`src/qdc_pkg.sv`:
```
// constants for the quiet decay configuration register bank
package qdc_pkg;
  // clock rate, 10 MHz
  localparam int CLK_HZ = 10_000_000;
  localparam int CLK_MHZ = CLK_HZ / 1_000_000;
  // register byte addresses
  localparam logic [7:0] A_ADAPT = 8'h2F;   // supply adapt control
  localparam logic [7:0] A_RSVD  = 8'h30;   // reserved auto torque control
  localparam logic [7:0] A_MAIN  = 8'h31;   // quiet decay main control
  localparam logic [7:0] A_KP    = 8'h32;   // proportional gain
  localparam logic [7:0] A_KI    = 8'h33;   // integral gain
  localparam logic [7:0] A_DIV   = 8'h34;   // gain dividers
  localparam logic [7:0] A_THR   = 8'h35;   // exit frequency threshold
  localparam int NREG = 7;                  // registers from A_ADAPT upward
  // reset values, indexed from A_ADAPT
  localparam logic [7:0] RST_VAL [NREG] = '{8'h00, 8'h00, 8'h00, 8'h00,
                                            8'h00, 8'h00, 8'hFF};
  // field positions
  localparam int B_ADAPT  = 6;   // supply adapt enable
  localparam int B_EN     = 0;   // quiet decay enable
  localparam int B_PWM    = 2;   // pwm rate, 2 bits
  localparam int B_SMPL   = 6;   // zero cross sample time, 2 bits
  localparam int B_KP_DIV = 0;   // proportional divider, 3 bits
  localparam int B_KI_DIV = 4;   // integral divider, 3 bits
  // zero cross sample times in ns and their cycle counts, rounded up
  localparam int SMPL_NS0 = 2000;
  localparam int SMPL_NS1 = 3000;
  localparam int SMPL_NS2 = 4000;
  localparam int SMPL_NS3 = 5000;
  localparam int SMPL_CYC0 = (SMPL_NS0 * CLK_MHZ + 999) / 1000;
  localparam int SMPL_CYC1 = (SMPL_NS1 * CLK_MHZ + 999) / 1000;
  localparam int SMPL_CYC2 = (SMPL_NS2 * CLK_MHZ + 999) / 1000;
  localparam int SMPL_CYC3 = (SMPL_NS3 * CLK_MHZ + 999) / 1000;
  // pwm rates in Hz and period lengths in cycles
  localparam int PWM_HZ0 = 25000;
  localparam int PWM_HZ1 = 33000;
  localparam int PWM_HZ2 = 42000;
  localparam int PWM_HZ3 = 50000;
  localparam int PWM_CYC0 = CLK_HZ / PWM_HZ0;
  localparam int PWM_CYC1 = CLK_HZ / PWM_HZ1;
  localparam int PWM_CYC2 = CLK_HZ / PWM_HZ2;
  localparam int PWM_CYC3 = CLK_HZ / PWM_HZ3;
  // divider codes to right shifts
  localparam logic [3:0] SH_32   = 4'h5;
  localparam logic [3:0] SH_64   = 4'h6;
  localparam logic [3:0] SH_128  = 4'h7;
  localparam logic [3:0] SH_256  = 4'h8;
  localparam logic [3:0] SH_512  = 4'h9;
  localparam logic [3:0] SH_16   = 4'h4;
  localparam logic [3:0] SH_NONE = 4'h0;
  // integrator clamp
  localparam int INTEG_MAX = 2047;
  // duty limit
  localparam int DUTY_MAX = 255;
endpackage : qdc_pkg

```
`src/qdc_regs.sv`:
```
// quiet decay configuration registers with pwm, zero cross and pi loop
//
// Overview of operation
// - supply adapt bit retunes learning on supply change
// - five byte registers 0x31-0x35, all read/write
// - sample time code selects 2 to 5 us
// - pwm rate code selects 25/33/42/50 kHz
// - enable bit switches quiet decay, resets off
// - seven bit proportional gain, resets zero
// - seven bit integral gain, resets zero
// - proportional gain divided by selected factor
// - integral gain uses same divider mapping
// - leave quiet decay above frequency threshold
`timescale 1ns/1ps
`default_nettype none
module qdc_regs
(
  input  wire logic        CLK,         // 10 MHz clock
  input  wire logic        RSTN,        // synchronous reset, active low
  input  wire logic [7:0]  ADDR,        // register address
  input  wire logic [7:0]  WDATA,       // write data
  input  wire logic        WR,          // write strobe
  input  wire logic        RD,          // read strobe
  output logic      [7:0]  RDATA,       // read data, cycle after RD
  input  wire logic        SUPPLY_CHG,  // supply voltage change pulse
  input  wire logic        ZERO_CROSS,  // coil current zero cross pulse
  input  wire logic [8:0]  SINE_FREQ,   // sine frequency, 2 Hz units
  input  wire logic [7:0]  TARGET_I,    // target coil current
  input  wire logic [7:0]  SENSE_I,     // sensed coil current
  output logic             RETUNE,      // learning retune pulse
  output logic             SS_ACTIVE,   // quiet decay in force
  output logic             PWM_START,   // first cycle of pwm period
  output logic             ZC_SAMPLE,   // zero cross sampling window
  output logic      [7:0]  DUTY         // bridge duty
);
  // register storage, indexed from the adapt register upward
  logic [7:0] regs_q [qdc_pkg::NREG];
  logic [7:0] idx;                      // address offset into storage
  logic       hit;                      // address is mapped
  assign idx = ADDR - qdc_pkg::A_ADAPT;
  assign hit = (ADDR >= qdc_pkg::A_ADAPT) && (ADDR <= qdc_pkg::A_THR);

  // one write-enabled byte per register
  genvar g;
  generate
    for (g = 0; g < qdc_pkg::NREG; g++)
    begin : g_reg
      always_ff @(posedge CLK)
      begin
        if (!RSTN)
          regs_q[g] <= qdc_pkg::RST_VAL[g];
        else if (WR && hit && idx == 8'(g))
          regs_q[g] <= WDATA;
      end
    end
  endgenerate

  // read mux, unmapped addresses read zero
  logic [7:0] rdata_d;
  assign rdata_d = hit ? regs_q[idx[2:0]] : 8'h00;

  // named fields
  logic       adapt_en;     // supply adapt enable
  logic       ss_en;        // quiet decay enable
  logic [1:0] pwm_rate;     // pwm rate code
  logic [1:0] smpl_sel;     // sample time code
  logic [6:0] kp;           // proportional gain
  logic [6:0] ki;           // integral gain
  logic [2:0] kp_div;       // proportional divider code
  logic [2:0] ki_div;       // integral divider code
  logic [7:0] thr;          // exit frequency threshold
  assign adapt_en = regs_q[0][qdc_pkg::B_ADAPT];
  assign ss_en    = regs_q[2][qdc_pkg::B_EN];
  assign pwm_rate = regs_q[2][qdc_pkg::B_PWM +: 2];
  assign smpl_sel = regs_q[2][qdc_pkg::B_SMPL +: 2];
  assign kp       = regs_q[3][6:0];
  assign ki       = regs_q[4][6:0];
  assign kp_div   = regs_q[5][qdc_pkg::B_KP_DIV +: 3];
  assign ki_div   = regs_q[5][qdc_pkg::B_KI_DIV +: 3];
  assign thr      = regs_q[6];

  // divider code to shift; the unused code 111b acts as 000b
  function automatic logic [3:0] div_shift(input logic [2:0] code);
    case (code)
      3'h0:    div_shift = qdc_pkg::SH_32;
      3'h1:    div_shift = qdc_pkg::SH_64;
      3'h2:    div_shift = qdc_pkg::SH_128;
      3'h3:    div_shift = qdc_pkg::SH_256;
      3'h4:    div_shift = qdc_pkg::SH_512;
      3'h5:    div_shift = qdc_pkg::SH_16;
      3'h6:    div_shift = qdc_pkg::SH_NONE;
      default: div_shift = qdc_pkg::SH_32;
    endcase
  endfunction : div_shift

  // quiet decay holds while enabled and at or below the threshold
  logic ss_active_d;
  assign ss_active_d = ss_en && (SINE_FREQ <= {1'b0, thr});

  // pwm period length from rate code
  logic [8:0] pwm_last;
  assign pwm_last = (pwm_rate == 2'h0) ? 9'(qdc_pkg::PWM_CYC0 - 1) :
                    (pwm_rate == 2'h1) ? 9'(qdc_pkg::PWM_CYC1 - 1) :
                    (pwm_rate == 2'h2) ? 9'(qdc_pkg::PWM_CYC2 - 1) :
                                         9'(qdc_pkg::PWM_CYC3 - 1);

  // pwm period counter, idle at zero outside quiet decay
  logic [8:0] pwm_cnt_q;
  logic [8:0] pwm_cnt_d;
  logic       period_end;
  assign period_end = SS_ACTIVE && (pwm_cnt_q >= pwm_last);
  assign pwm_cnt_d  = (!SS_ACTIVE || period_end) ? 9'h000 : pwm_cnt_q + 9'h001;

  // zero cross sample window length from code
  logic [5:0] smpl_len;
  assign smpl_len = (smpl_sel == 2'h0) ? 6'(qdc_pkg::SMPL_CYC0) :
                    (smpl_sel == 2'h1) ? 6'(qdc_pkg::SMPL_CYC1) :
                    (smpl_sel == 2'h2) ? 6'(qdc_pkg::SMPL_CYC2) :
                                         6'(qdc_pkg::SMPL_CYC3);

  // window counter, a new crossing does not restart a running window
  logic [5:0] zc_cnt_q;
  logic [5:0] zc_cnt_d;
  assign zc_cnt_d = (zc_cnt_q != 6'h00) ? zc_cnt_q - 6'h01 :
                    (ZERO_CROSS && SS_ACTIVE) ? smpl_len : 6'h00;

  // pi loop: error, scaled terms, integrator and duty
  logic signed [8:0]  err;
  logic signed [16:0] p_prod;
  logic signed [16:0] i_prod;
  logic signed [16:0] p_term;
  logic signed [16:0] i_term;
  logic signed [11:0] integ_q;
  logic signed [17:0] integ_sum;
  logic signed [11:0] integ_d;
  logic signed [17:0] pi_sum;
  logic        [7:0]  duty_d;
  assign err    = $signed({1'b0, TARGET_I}) - $signed({1'b0, SENSE_I});
  assign p_prod = $signed({1'b0, kp}) * err;
  assign i_prod = $signed({1'b0, ki}) * err;
  assign p_term = p_prod >>> div_shift(kp_div);
  assign i_term = i_prod >>> div_shift(ki_div);
  assign integ_sum = 18'(integ_q) + 18'(i_term);
  // clamp integrator to keep it from winding up
  assign integ_d = (integ_sum > 18'(qdc_pkg::INTEG_MAX)) ? 12'(qdc_pkg::INTEG_MAX) :
                   (integ_sum < -18'(qdc_pkg::INTEG_MAX)) ? -12'(qdc_pkg::INTEG_MAX) :
                   integ_sum[11:0];
  assign pi_sum = 18'(p_term) + 18'(integ_q);
  assign duty_d = (pi_sum < 18'sh00000) ? 8'h00 :
                  (pi_sum > 18'(qdc_pkg::DUTY_MAX)) ? 8'(qdc_pkg::DUTY_MAX) : pi_sum[7:0];

  // bus read data and status outputs
  always_ff @(posedge CLK)
  begin
    if (!RSTN)
    begin
      RDATA     <= 8'h00;
      SS_ACTIVE <= 1'b0;
      RETUNE    <= 1'b0;
    end
    else
    begin
      RDATA     <= RD ? rdata_d : 8'h00;
      SS_ACTIVE <= ss_active_d;
      RETUNE    <= SUPPLY_CHG && adapt_en;
    end
  end

  // pwm timing and zero cross window
  always_ff @(posedge CLK)
  begin
    if (!RSTN)
    begin
      pwm_cnt_q <= 9'h000;
      PWM_START <= 1'b0;
      zc_cnt_q  <= 6'h00;
      ZC_SAMPLE <= 1'b0;
    end
    else
    begin
      pwm_cnt_q <= pwm_cnt_d;
      PWM_START <= period_end;
      zc_cnt_q  <= zc_cnt_d;
      ZC_SAMPLE <= (zc_cnt_d != 6'h00);
    end
  end

  // pi state, duty changes only at period end or on leaving quiet decay
  always_ff @(posedge CLK)
  begin
    if (!RSTN)
    begin
      integ_q <= 12'sh000;
      DUTY    <= 8'h00;
    end
    else if (!SS_ACTIVE)
    begin
      integ_q <= 12'sh000;
      DUTY    <= 8'h00;
    end
    else if (period_end)
    begin
      integ_q <= integ_d;
      DUTY    <= duty_d;
    end
  end

  // checks
  property p_retune;
    @(posedge CLK) disable iff (!RSTN)
    SUPPLY_CHG |=> (RETUNE == $past(adapt_en));
  endproperty
  a_retune: assert property (p_retune) else $error("retune mismatch");

  property p_rw;
    @(posedge CLK) disable iff (!RSTN)
    (WR && ADDR >= 8'h31 && ADDR <= 8'h35) ##1 (RD && ADDR == $past(ADDR))
      |=> (RDATA == $past(WDATA, 2));
  endproperty
  a_rw: assert property (p_rw) else $error("readback mismatch");

  property p_smpl;
    @(posedge CLK) disable iff (!RSTN)
    (ZERO_CROSS && SS_ACTIVE && zc_cnt_q == 6'h00 && smpl_sel == 2'h0)
      |=> ZC_SAMPLE [*8] ##12 ZC_SAMPLE ##1 !ZC_SAMPLE;
  endproperty
  a_smpl: assert property (p_smpl) else $error("sample window short");

  property p_pwm;
    @(posedge CLK) disable iff (!RSTN)
    (SS_ACTIVE && pwm_rate == 2'h3 && pwm_cnt_q == 9'(qdc_pkg::PWM_CYC3 - 1)) |=> PWM_START;
  endproperty
  a_pwm: assert property (p_pwm) else $error("pwm period wrong");

  property p_en;
    @(posedge CLK) disable iff (!RSTN)
    !ss_en |=> !SS_ACTIVE;
  endproperty
  a_en: assert property (p_en) else $error("active while disabled");

  property p_kp;
    @(posedge CLK) disable iff (!RSTN)
    (WR && ADDR == 8'h32) |=> (kp == $past(WDATA[6:0]));
  endproperty
  a_kp: assert property (p_kp) else $error("kp not stored");

  property p_ki;
    @(posedge CLK) disable iff (!RSTN)
    (WR && ADDR == 8'h33) |=> (ki == $past(WDATA[6:0]));
  endproperty
  a_ki: assert property (p_ki) else $error("ki not stored");

  property p_kdiv;
    @(posedge CLK) disable iff (!RSTN)
    (kp_div == 3'h5 && err == 9'sh010) |-> (p_term == 17'(kp));
  endproperty
  a_kdiv: assert property (p_kdiv) else $error("kp divide wrong");

  property p_idiv;
    @(posedge CLK) disable iff (!RSTN)
    (ki_div == 3'h5 && err == 9'sh010) |-> (i_term == 17'(ki));
  endproperty
  a_idiv: assert property (p_idiv) else $error("ki divide wrong");

  property p_exit;
    @(posedge CLK) disable iff (!RSTN)
    (SINE_FREQ > {1'b0, thr}) |=> !SS_ACTIVE;
  endproperty
  a_exit: assert property (p_exit) else $error("no exit above threshold");

  property p_duty;
    @(posedge CLK) disable iff (!RSTN)
    (SS_ACTIVE && !period_end) |=> $stable(DUTY);
  endproperty
  a_duty: assert property (p_duty) else $error("duty changed mid period");

  // read data stand for one cycle only, so a stale byte never lingers
  property p_rd_idle;
    @(posedge CLK) disable iff (!RSTN)
    !RD |=> (RDATA == 8'h00);
  endproperty
  a_rd_idle: assert property (p_rd_idle) else $error("read data not cleared");

  property p_zc_off;
    @(posedge CLK) disable iff (!RSTN)
    (ZERO_CROSS && !SS_ACTIVE && zc_cnt_q == 6'h00) |=> !ZC_SAMPLE;
  endproperty
  a_zc_off: assert property (p_zc_off) else $error("window opened while inactive");

  property p_pwm_off;
    @(posedge CLK) disable iff (!RSTN)
    !SS_ACTIVE |=> !PWM_START;
  endproperty
  a_pwm_off: assert property (p_pwm_off) else $error("pwm pulse while inactive");

  // the loop is dropped outside quiet decay, so the bridge sees no stale duty
  property p_duty_off;
    @(posedge CLK) disable iff (!RSTN)
    !SS_ACTIVE |=> (DUTY == 8'h00);
  endproperty
  a_duty_off: assert property (p_duty_off) else $error("duty while inactive");
endmodule : qdc_regs
`default_nettype wire

```
`config.mk`:
```
export PLATFORM = sky130hd
export DESIGN_NAME = qdc_regs
export DESIGN_NICKNAME = d
export VERILOG_FILES = /design/src/qdc_pkg.sv /design/src/qdc_regs.sv
export SDC_FILE = /design/constraint.sdc
export NUM_CORES = 1
export LEC_CHECK = 0
export BUFFER_PORTS_ARGS = -buffer_cell sky130_fd_sc_hd__buf_2
export CORE_AREA = 3 3 165 183
export DETAILED_ROUTE_END_ITERATION = 10
export DIE_AREA = 0 0 168 186
export PLACE_DENSITY = 0.76
export SYNTH_ARGS = -nofsm -noshare
export SYNTH_HDL_FRONTEND = slang
export SYNTH_SLANG_ARGS = --single-unit
```
`constraint.sdc`:
```
create_clock -name CLK -period 21.2 [get_ports CLK]
set_clock_uncertainty 0.05 [all_clocks]
set_input_delay 5.3 -clock CLK [delete_from_list [all_inputs] [get_ports CLK]]
set_output_delay 5.3 -clock CLK [all_outputs]
set_load 0.01 [all_outputs]
```
==> results.sh, run 1 <==
export IMPL_outcome="complete, no violations"
export IMPL_routed_via_density=5.91
export IMPL_arrival_ns=14.96
export IMPL_fp_dieH_um=186
export IMPL_ioPinCount=67
export IMPL_final_hold_viol_count=0
export IMPL_synthDistinctLibCells=87
export IMPL_first_iter_violations=819
export IMPL_syn_area_per_cell_um2=8.40
export IMPL_fin_tns_setup_ns=0
export IMPL_antenna_found_initial=1
export IMPL_post_cts_resized=0
export IMPL_period_share=0.698
export IMPL_r2r_cells=24
export IMPL_maxCapViolCount=0
export IMPL_reg2reg_from="regs_q[3][2]"
export IMPL_finalNetCount=1995
export IMPL_clk_path_buf_depth=2
export IMPL_critPathTopFamily="compound AO/OA/AOI/OAI gates"
export IMPL_synth_seq_cells=103
export IMPL_relSlewSlack=0.208
export IMPL_rsz0062_at_grt="no"
export IMPL_clkTransAtPathRegs_ns=0.08
export IMPL_rows=65
export IMPL_postSynth_asyncResetShare=0
export IMPL_cts_num_sinks=103
export IMPL_via_count=12200
export IMPL_ff2ff_setup_slack_ns=12.66
export IMPL_placed_cells=2054
export IMPL_crit_fanout=14
export IMPL_die_area_um2=31200
export IMPL_synth_edf_count=56
export IMPL_grt_max_degree=34
export IMPL_cp_num_buf_inv=3
export IMPL_postCtsSetupBuffers=0
export IMPL_portBuffers=66
export IMPL_fillCellCount=2576
export IMPL_critPathKind="primary input to register"
export IMPL_clock_latency_ns=0.35
export IMPL_min_delay_worst_endpoint="zc_cnt_q[0]"
export IMPL_min_delay_start="zc_cnt_q[0]"
export IMPL_ys_warn_count=0
export IMPL_synthFlopType="edfxtp_1"
export IMPL_netlist_instances=1677
export IMPL_setup_viol=0
export IMPL_gp_congestion=0.901
export IMPL_critical_path_max_stage_delay_ns=0.86
export IMPL_timing_fmax_mhz=67.6
export IMPL_detail_route_first_pass_iterations=5
export IMPL_grt_pass1_wl_mm=59.3
export IMPL_seqCellArea_um2=2620
export IMPL_syn_to_final_growth_pct=6.87
export IMPL_cp_required_ns=21.36
export IMPL_hpwlAfterDp_mm=27.7
export IMPL_worst_pin_slew_ns=1.18
export IMPL_finalCriticalPeriod_ns=14.80
export IMPL_multiInputGateArea_um2=10400
export IMPL_post_route_drc_count=0
export IMPL_cts_hold_buffers=0
export IMPL_ant_nets=0
export IMPL_wl_mm=35.8
export IMPL_finalMaxSlewViolations=0
export IMPL_routedWlPerCell_um=17.3
export IMPL_yosysSeqAreaShare=0.186
export IMPL_worstHoldPathCells=1
export IMPL_syn_num_nets=1975
export IMPL_synth_area_um2=14100
export IMPL_crit_slowest_cell="xor2_1"
export IMPL_grt_pass1_vias=12300
export IMPL_cts_root_buf="clkbuf_16"
export IMPL_worstSetupStartpointType="primary input"
export IMPL_gr_total_overflow=0
export IMPL_post_layout_nonfiller_instances=2070
export IMPL_core_area_um2=28500
export IMPL_cts_tree="yes"
export IMPL_track_usage=0.230
export IMPL_htree_levels=3
export IMPL_die_w_um=168
export IMPL_hp_class="register to register"
export IMPL_antenna_cells=0
export IMPL_r2r_end="DUTY[7]"
export IMPL_cts_buffers=9
export IMPL_start_util=0.494
export IMPL_end_kind="register"
export IMPL_fin_util=0.528
export IMPL_final_layout_size_suffix_gt1_frac=0.0881
==> placed cells by master, fill, tap and decap left out, types with 16 or more instances in the layout <==
master and n:
edfxtp_1 56, o21ai_0 88, o211ai_1 18, nor2b_1 29
nand3_1 28, buf_2 66, xnor2_1 28, a21oi_1 96
nor3b_1 16, dfxtp_1 47, xor2_1 33, inv_1 217
nand2_1 139, nor3_1 26, and2_1 114, fa_1 105
buf_4 16, o21a_1 16, a31oi_1 16, a211oi_1 26
ha_1 146, nor2_1 111
==> synthesized netlist by cell type, types with 9 or more instances <==
cell	number	area [um^2]
a2111oi_0	13	114
a211oi_1	26	195
a21o_1	14	105
a21oi_1	96	480
a22oi_1	13	97.6
a31oi_1	16	100
and2_1	114	713
clkbuf_1	68	255
dfxtp_1	47	941
edfxtp_1	56	1680
fa_1	105	2100
ha_1	146	1830
inv_1	217	815
mux2i_1	14	140
mux4_2	11	248
nand2_1	139	522
nand2b_1	9	56.3
nand3_1	28	140
nand4_1	11	68.8
nor2_1	111	417
nor2b_1	29	181
nor3_1	26	130
nor3b_1	16	120
o211ai_1	18	135
o21a_1	16	120
o21ai_0	88	440
o22ai_1	13	81.3
or2_2	12	75.1
or3_1	12	75.1
xnor2_1	28	245
xor2_1	33	289
==> layout make-up <==
| cell class | count | share of cell area |
|---|---|---|
| clock buffers | 10 | 0.0166 |
| multi-input cells | 1284 | 0.689 |
| repair buffers | 82 | 0.0299 |
| inverters | 217 | 0.0541 |
| clock inverters | 6 | 0.00557 |
| well taps | 368 | 0.0306 |
| flip-flops and latches | 103 | 0.174 |
==> how the worst max path moves through the flow <==
stage	from	endpoint	slack (ns)	depth (start not counted)
floorplan	TARGET_I[0]	integ_q[0]	7.46	36
global route	SENSE_I[1]	DUTY[7]	5.58	33
detailed placement	TARGET_I[0]	DUTY[7]	6.30	34
global placement	TARGET_I[0]	integ_q[8]	6.53	36
CTS	SENSE_I[1]	DUTY[7]	6.62	33
finish	TARGET_I[0]	DUTY[7]	6.40	34
==> state kept, by name, summed over array words and instances (netlist names) <==
| name | count |
|---|---|
| RETUNE | 1 |
| regs_q | 56 |
| RDATA | 8 |
| DUTY | 8 |
| integ_q | 12 |
| pwm_cnt_q | 9 |
| zc_cnt_q | 6 |
| ZC_SAMPLE | 1 |
| SS_ACTIVE | 1 |
| PWM_START | 1 |
==> metrics by stage <==
step                instance area (um^2)  setup slack (ns)  hold WS, ns
floorplan                          14100              7.46        0.400
global placement                   14700              6.53        0.422
detailed placement                 14700              6.30        0.427
CTS                                15100              6.62        0.443
global route                       15100              5.58        0.463
finish                             15100              6.40        0.440
==> layer usage <==
layer / vias up / wire (um) / GRT usage
li1: 5845 / - / -
met1: 5895 / 14200 / 0.269
met2: 403 / 18200 / 0.422
met3: 89 / 1810 / 0.0261
met4: 0 / 1550 / 0.110
met5: - / 0 / 0
==> kinds of logic after synthesis <==
| kind of cell | count (synthesis) | synth area share |
|---|---|---|
| adders and majority gates | 251 | 0.279 |
| and+or+nand+nor | 550 | 0.202 |
| DFF | 103 | 0.186 |
| xor gates and xnor gates | 65 | 0.0443 |
| AOI/OAI and AO/OA | 388 | 0.180 |
| muxes | 30 | 0.0315 |
| buffers and inverters | 290 | 0.0774 |
Power of run 1 is not shown: default switching activity piles up to over one toggle a cycle in this logic, so the estimate is an artifact.
==> run 2, diff against run 1 <==
--- a/config.mk
+++ b/config.mk
@@ -5,11 +5,12 @@
 export SDC_FILE = /design/constraint.sdc
 export NUM_CORES = 1
 export LEC_CHECK = 0
+export ABC_AREA = 1
 export BUFFER_PORTS_ARGS = -buffer_cell sky130_fd_sc_hd__buf_2
-export CORE_AREA = 3 3 165 183
+export CORE_AREA = 3 3 166 184
 export DETAILED_ROUTE_END_ITERATION = 10
-export DIE_AREA = 0 0 168 186
-export PLACE_DENSITY = 0.76
+export DIE_AREA = 0 0 169 187
+export PLACE_DENSITY = 0.79
 export SYNTH_ARGS = -nofsm -noshare
 export SYNTH_HDL_FRONTEND = slang
 export SYNTH_SLANG_ARGS = --single-unit
==> constraint.sdc (replaced) <==
create_clock -name CLK -period 13.05 [get_ports CLK]
set_clock_uncertainty 0.05 [all_clocks]
set_input_delay 3.2625 -clock CLK [delete_from_list [all_inputs] [get_ports CLK]]
set_output_delay 3.2625 -clock CLK [all_outputs]
set_load 0.01 [all_outputs]
==> run 2 against run 1 <==
- first-iteration DRC count is 1.7% higher
- design area is 1.6% higher
- critical path depth is 12 higher
- wire length is 2.5% higher
- worst hold slack worse by 0.025 ns
- global-route usage is 0.40 points higher
- non-clock buffer count is 14 lower
- via count is 11% higher
- sequential share of layout area is 0.27 points lower
- area after synthesis is 1.5% higher
==> results.sh, run 2 <==
export IMPL_final_common_cell="nand2_1"
export IMPL_critical_path_max_stage_delay_ns=0.74
export IMPL_ff2ff_setup_slack_ns=5.70
export IMPL_fp_dieH_um=187
export IMPL_grt_pass1_wl_mm=62.1
export IMPL_crit_slowest_cell="xor2_1"
export IMPL_synth_area_um2=14300
export IMPL_final_layout_size_suffix_gt1_frac=0.0540
export IMPL_period_share=0.877
export IMPL_routed_via_density=5.33
export IMPL_maxCapViolCount=0
export IMPL_via_count=13600
export IMPL_first_iter_violations=833
export IMPL_wl_mm=36.7
export IMPL_gr_total_overflow=0
export IMPL_arrival_ns=11.66
export IMPL_portBuffers=66
export IMPL_synth_edf_count=56
export IMPL_finalCriticalPeriod_ns=11.45
export IMPL_reg2reg_from="regs_q[4][4]"
export IMPL_postSynth_asyncResetShare=0
export IMPL_syn_area_per_cell_um2=6.72
export IMPL_end_kind="register"
export IMPL_clkTransAtPathRegs_ns=0.07
export IMPL_setup_viol=0
export IMPL_cts_root_buf="clkbuf_16"
export IMPL_yosysSeqAreaShare=0.183
export IMPL_crit_fanout=12
export IMPL_worstSetupStartpointType="primary input"
export IMPL_hp_class="register to register"
export IMPL_min_delay_worst_endpoint="pwm_cnt_q[0]"
export IMPL_detail_route_first_pass_iterations=5
export IMPL_outcome="complete, no violations"
export IMPL_synth_seq_cells=103
export IMPL_post_route_drc_count=0
export IMPL_cts_num_sinks=103
export IMPL_synth_common_cells="nand2_1, inv_1, nor2_1"
export IMPL_core_area_um2=28700
export IMPL_gp_congestion=0.929
export IMPL_fillCellCount=2824
export IMPL_antenna_found_initial=0
export IMPL_netlist_instances=2131
export IMPL_htree_levels=3
export IMPL_worst_pin_slew_ns=1.26
export IMPL_synth_top_cell_by_area="fa_1"
export IMPL_r2r_cells=40
export IMPL_cts_tree="yes"
export IMPL_finalNetCount=2477
export IMPL_cp_required_ns=13.26
export IMPL_critPathKind="primary input to register"
export IMPL_ys_warn_count=0
export IMPL_cpMostUsedCell="nand2_1"
export IMPL_post_cts_resized=0
export IMPL_largest_register="regs_q"
export IMPL_cts_buffers=9
export IMPL_relSlewSlack=0.149
export IMPL_cts_hold_buffers=0
export IMPL_track_usage=0.234
export IMPL_synthFlopType="edfxtp_1"
export IMPL_synth_area_leaders="fa_1, nand2_1, ha_1, edfxtp_1, inv_1"
export IMPL_rows=65
export IMPL_grt_max_degree=32
export IMPL_start_util=0.498
export IMPL_top_regs="regs_q x56, integ_q x12, pwm_cnt_q x9"
export IMPL_postCtsSetupBuffers=0
export IMPL_rsz0062_at_grt="no"
export IMPL_ioPinCount=67
export IMPL_antenna_cells=0
export IMPL_synthDistinctLibCells=53
export IMPL_clock_latency_ns=0.36
export IMPL_syn_to_final_growth_pct=6.94
export IMPL_worstHoldPathCells=1
export IMPL_die_w_um=169
export IMPL_mostFrequentLayoutCells="nand2_1, inv_1, nor2_1, nand3_1, ha_1"
export IMPL_ant_nets=0
export IMPL_syn_num_nets=2429
export IMPL_timing_fmax_mhz=87.4
export IMPL_grt_pass1_vias=13600
export IMPL_min_delay_start="pwm_cnt_q[0]"
export IMPL_synth_top_area_share=0.147
export IMPL_final_hold_viol_count=0
export IMPL_synth_most_common_cell="nand2_1"
export IMPL_finalMaxSlewViolations=0
export IMPL_routedWlPerCell_um=14.4
export IMPL_largest_reg_flops=56
export IMPL_clk_path_buf_depth=2
export IMPL_r2r_end="integ_q[0]"
export IMPL_fin_tns_setup_ns=0
export IMPL_hpwlAfterDp_mm=29.9
export IMPL_die_area_um2=31600
-- run 2: cell count changes after synthesis, sizes merged, moves of 18 or more --
cell	before	now
inv	217	424
a211oi	27	1
nand4	11	31
nand2	139	530
clkbuf	68	25
and2	115	8
nor3	26	8
nor2b	29	0
nor2	111	277
nand3	28	157
-- run 2: worst max-delay path by stage --
stage	from	cells past startpoint	end	slack, ns
floorplan	TARGET_I[0]	47	integ_q[0]	2.63
global placement	TARGET_I[2]	46	integ_q[0]	1.50
detailed placement	TARGET_I[2]	46	integ_q[0]	1.33
CTS	TARGET_I[2]	46	integ_q[0]	1.68
global route	SENSE_I[2]	48	DUTY[1]	0.71
finish	TARGET_I[2]	46	integ_q[0]	1.60
-- run 2: per-layer routing --
metal,vias up,wire length (um),track usage
met1,6224,14600,0.276
met4,0,1520,0.0990
met3,113,2360,0.0309
met2,479,18200,0.425
met5,-,0,0
li1,6778,-,-
-- run 2: layout make-up --
type	count	area, um^2	area share
Inverter	433	1630	0.106
Clock buffer	9	225	0.0147
Multi-Input combinational cell	1564	9930	0.649
Sequential cell	103	2620	0.171
Tap cell	368	460	0.0301
Timing Repair Buffer	68	345	0.0226
Clock inverter	7	90.1	0.00589
-- run 2: critical path: cells and delay by family --
| family | cells | cell delay, ns |
|---|---|---|
| compound gates | 10 | 2.05 |
| xor+xnor | 1 | 0.74 |
| fa+ha+maj | 8 | 3.39 |
| buf+inv | 7 | 0.49 |
| simple gates | 20 | 1.73 |
-- run 2: metrics by stage --
step                      cells  hold WS (ns)  worst slack, ns  cell area (um^2)  utilization
after floorplan            2131         0.380             2.63             14300            -
after global placement     2536         0.397             1.50             15000        0.522
after detailed placement   2536         0.405             1.33             15000        0.522
after CTS                  2552         0.418             1.68             15300        0.533
after global routing       2552         0.441            0.715             15300        0.533
final                      2552         0.415             1.60             15300        0.533
-- run 2: logic make-up after synthesis --
| logic type | after synthesis | share of synthesized area |
|---|---|---|
| and+or+nand+nor | 1028 | 0.303 |
| buffers and inverters | 464 | 0.122 |
| AOI/OAI and AO/OA | 249 | 0.0948 |
| adders and majority gates | 251 | 0.275 |
| muxes | 1 | 0.000700 |
| DFF | 103 | 0.183 |
| xor gates and xnor gates | 35 | 0.0214 |
Power of run 2 is left out for the same reason.
==> run 3, diff against run 2 <==
--- a/config.mk
+++ b/config.mk
@@ -10,6 +10,7 @@
 export CORE_AREA = 3 3 166 184
 export DETAILED_ROUTE_END_ITERATION = 10
 export DIE_AREA = 0 0 169 187
+export GPL_TIMING_DRIVEN = 0
 export PLACE_DENSITY = 0.79
 export SYNTH_ARGS = -nofsm -noshare
 export SYNTH_HDL_FRONTEND = slang
==> constraint.sdc (replaced) <==
create_clock -name CLK -period 13.05 [get_ports CLK]
set_clock_uncertainty 0.05 [all_clocks]
set_input_delay 0.6525 -clock CLK [delete_from_list [all_inputs] [get_ports CLK]]
set_output_delay 0.6525 -clock CLK [all_outputs]
set_load 0.01 [all_outputs]
==> run 3 against run 2 <==
- critical path depth is 2 higher
- global-route usage is 0.11 points higher
- die area stayed put
- via count is 0.46% higher
- flip-flop and latch count stayed put
- count of clock-buffer cells in the layout stayed put
- setup slack better by 2.4 ns
- maximum frequency is 26% higher
- worst hold slack worse by 0.00070 ns
- wire length is 0.26% lower
- design area is 0.68% higher
- first-iteration DRC count is 12% higher
==> results.sh, run 3 (synthesized netlist as in run 2, its figures left out) <==
export IMPL_outcome="complete, no violations"
export IMPL_grt_pass1_wl_mm=62.3
export IMPL_gr_total_overflow=0
export IMPL_detail_route_first_pass_iterations=6
export IMPL_wl_mm=36.6
export IMPL_fillCellCount=2794
export IMPL_cts_buffers=9
export IMPL_ioPinCount=67
export IMPL_cts_tree="yes"
export IMPL_routed_via_density=5.29
export IMPL_final_hold_viol_count=0
export IMPL_ff2ff_setup_slack_ns=5.52
export IMPL_r2r_cells=37
export IMPL_cts_hold_buffers=0
export IMPL_routedWlPerCell_um=14.2
export IMPL_crit_fanout=10
export IMPL_first_iter_violations=930
export IMPL_finalNetCount=2505
export IMPL_die_w_um=169
export IMPL_portBuffers=65
export IMPL_cts_num_sinks=103
export IMPL_worstHoldPathCells=1
export IMPL_relSlewSlack=0.120
export IMPL_critPathKind="primary input to register"
export IMPL_top_regs="regs_q x56, integ_q x12, pwm_cnt_q x9"
export IMPL_arrival_ns=9.27
export IMPL_cp_required_ns=13.26
export IMPL_critical_path_max_stage_delay_ns=0.55
export IMPL_htree_levels=3
export IMPL_setup_viol=0
export IMPL_gp_congestion=0.931
export IMPL_r2r_end="integ_q[0]"
export IMPL_hp_class="register to register"
export IMPL_worstSetupStartpointType="primary input"
export IMPL_final_layout_size_suffix_gt1_frac=0.0542
export IMPL_timing_fmax_mhz=110
export IMPL_final_common_cell="nand2_1"
export IMPL_largest_register="regs_q"
export IMPL_post_route_drc_count=0
export IMPL_crit_slowest_cell="fa_1"
export IMPL_cts_root_buf="clkbuf_16"
export IMPL_grt_pass1_vias=13700
export IMPL_clkTransAtPathRegs_ns=0.08
export IMPL_track_usage=0.235
export IMPL_rsz0062_at_grt="no"
export IMPL_mostFrequentLayoutCells="nand2_1, inv_1, nor2_1, nand3_1, ha_1"
export IMPL_antenna_cells=0
export IMPL_grt_max_degree=20
export IMPL_min_delay_start="pwm_cnt_q[0]"
export IMPL_rows=65
export IMPL_via_count=13700
export IMPL_fin_tns_setup_ns=0
export IMPL_post_cts_resized=0
export IMPL_finalMaxSlewViolations=0
export IMPL_finalCriticalPeriod_ns=9.06
export IMPL_syn_to_final_growth_pct=7.67
export IMPL_fp_dieH_um=187
export IMPL_die_area_um2=31600
export IMPL_min_delay_worst_endpoint="pwm_cnt_q[0]"
export IMPL_ant_nets=0
export IMPL_postCtsSetupBuffers=0
export IMPL_clk_path_buf_depth=2
export IMPL_largest_reg_flops=56
export IMPL_core_area_um2=28700
export IMPL_antenna_found_initial=0
export IMPL_hpwlAfterDp_mm=30.7
export IMPL_maxCapViolCount=0
export IMPL_period_share=0.695
export IMPL_reg2reg_from="regs_q[4][2]"
export IMPL_cpMostUsedCell="nand2_1"
export IMPL_worst_pin_slew_ns=1.31
export IMPL_clock_latency_ns=0.35
export IMPL_start_util=0.498
export IMPL_end_kind="register"
-- run 3: cell types whose count changed in the layout (fill, tap and decap cells not counted), sizes merged --
cell | before | now
clkbuf | 9 | 34
buf | 68 | 71
clkinvlp | 0 | 1
clkinv | 12 | 10
inv | 427 | 428
-- run 3: per-layer routing --
metal / up-vias / global-route usage / routed length (um)
met5: - / 0 / 0
met4: 0 / 0.101 / 1670
met3: 110 / 0.0197 / 1780
met2: 420 / 0.430 / 18300
met1: 6276 / 0.282 / 14800
li1: 6850 / - / -
-- run 3: cell type report --
type | instances | area [um^2] | share of cell area
well taps | 368 | 460 | 0.0299
multi-input cells | 1564 | 9930 | 0.645
repair buffers | 65 | 325 | 0.0211
inverters | 433 | 1630 | 0.105
clock inverters | 7 | 86.3 | 0.00560
clock buffers | 9 | 225 | 0.0146
flip-flops and latches | 103 | 2620 | 0.170
plain buffers | 31 | 128 | 0.00828
-- run 3: per-stage QoR --
| step | std cells | hold WS (ns) | setup WS [ns] | area [um^2] | utilization |
|---|---|---|---|---|---|
| after CTS | 2580 | 0.417 | 4.06 | 15400 | 0.537 |
| after global placement | 2564 | 0.395 | 3.80 | 15100 | 0.526 |
| after floorplan | 2131 | 0.380 | 5.24 | 14300 | - |
| after detailed placement | 2564 | 0.401 | 3.71 | 15100 | 0.526 |
| final | 2580 | 0.414 | 3.99 | 15400 | 0.537 |
| after global routing | 2580 | 0.437 | 3.10 | 15400 | 0.537 |
-- run 3: critical path: cells and delay by family --
kind	cells	cell delay (ns)
buffers and inverters	10	0.80
AO/OA/AOI/OAI	8	1.84
adder cells (fa/ha/maj)	9	3.56
AND/OR/NAND/NOR	21	2.42
-- run 3: how the worst max path moves through the flow --
| stage | startpoint | to | depth (start not counted) |
|---|---|---|---|
| floorplan | TARGET_I[0] | integ_q[0] | 47 |
| global placement | TARGET_I[0] | integ_q[0] | 48 |
| detailed placement | TARGET_I[0] | integ_q[0] | 48 |
| CTS | TARGET_I[0] | integ_q[0] | 48 |
| global route | TARGET_I[0] | integ_q[0] | 48 |
| finish | TARGET_I[0] | integ_q[0] | 48 |
Power of run 3 is left out for the same reason.
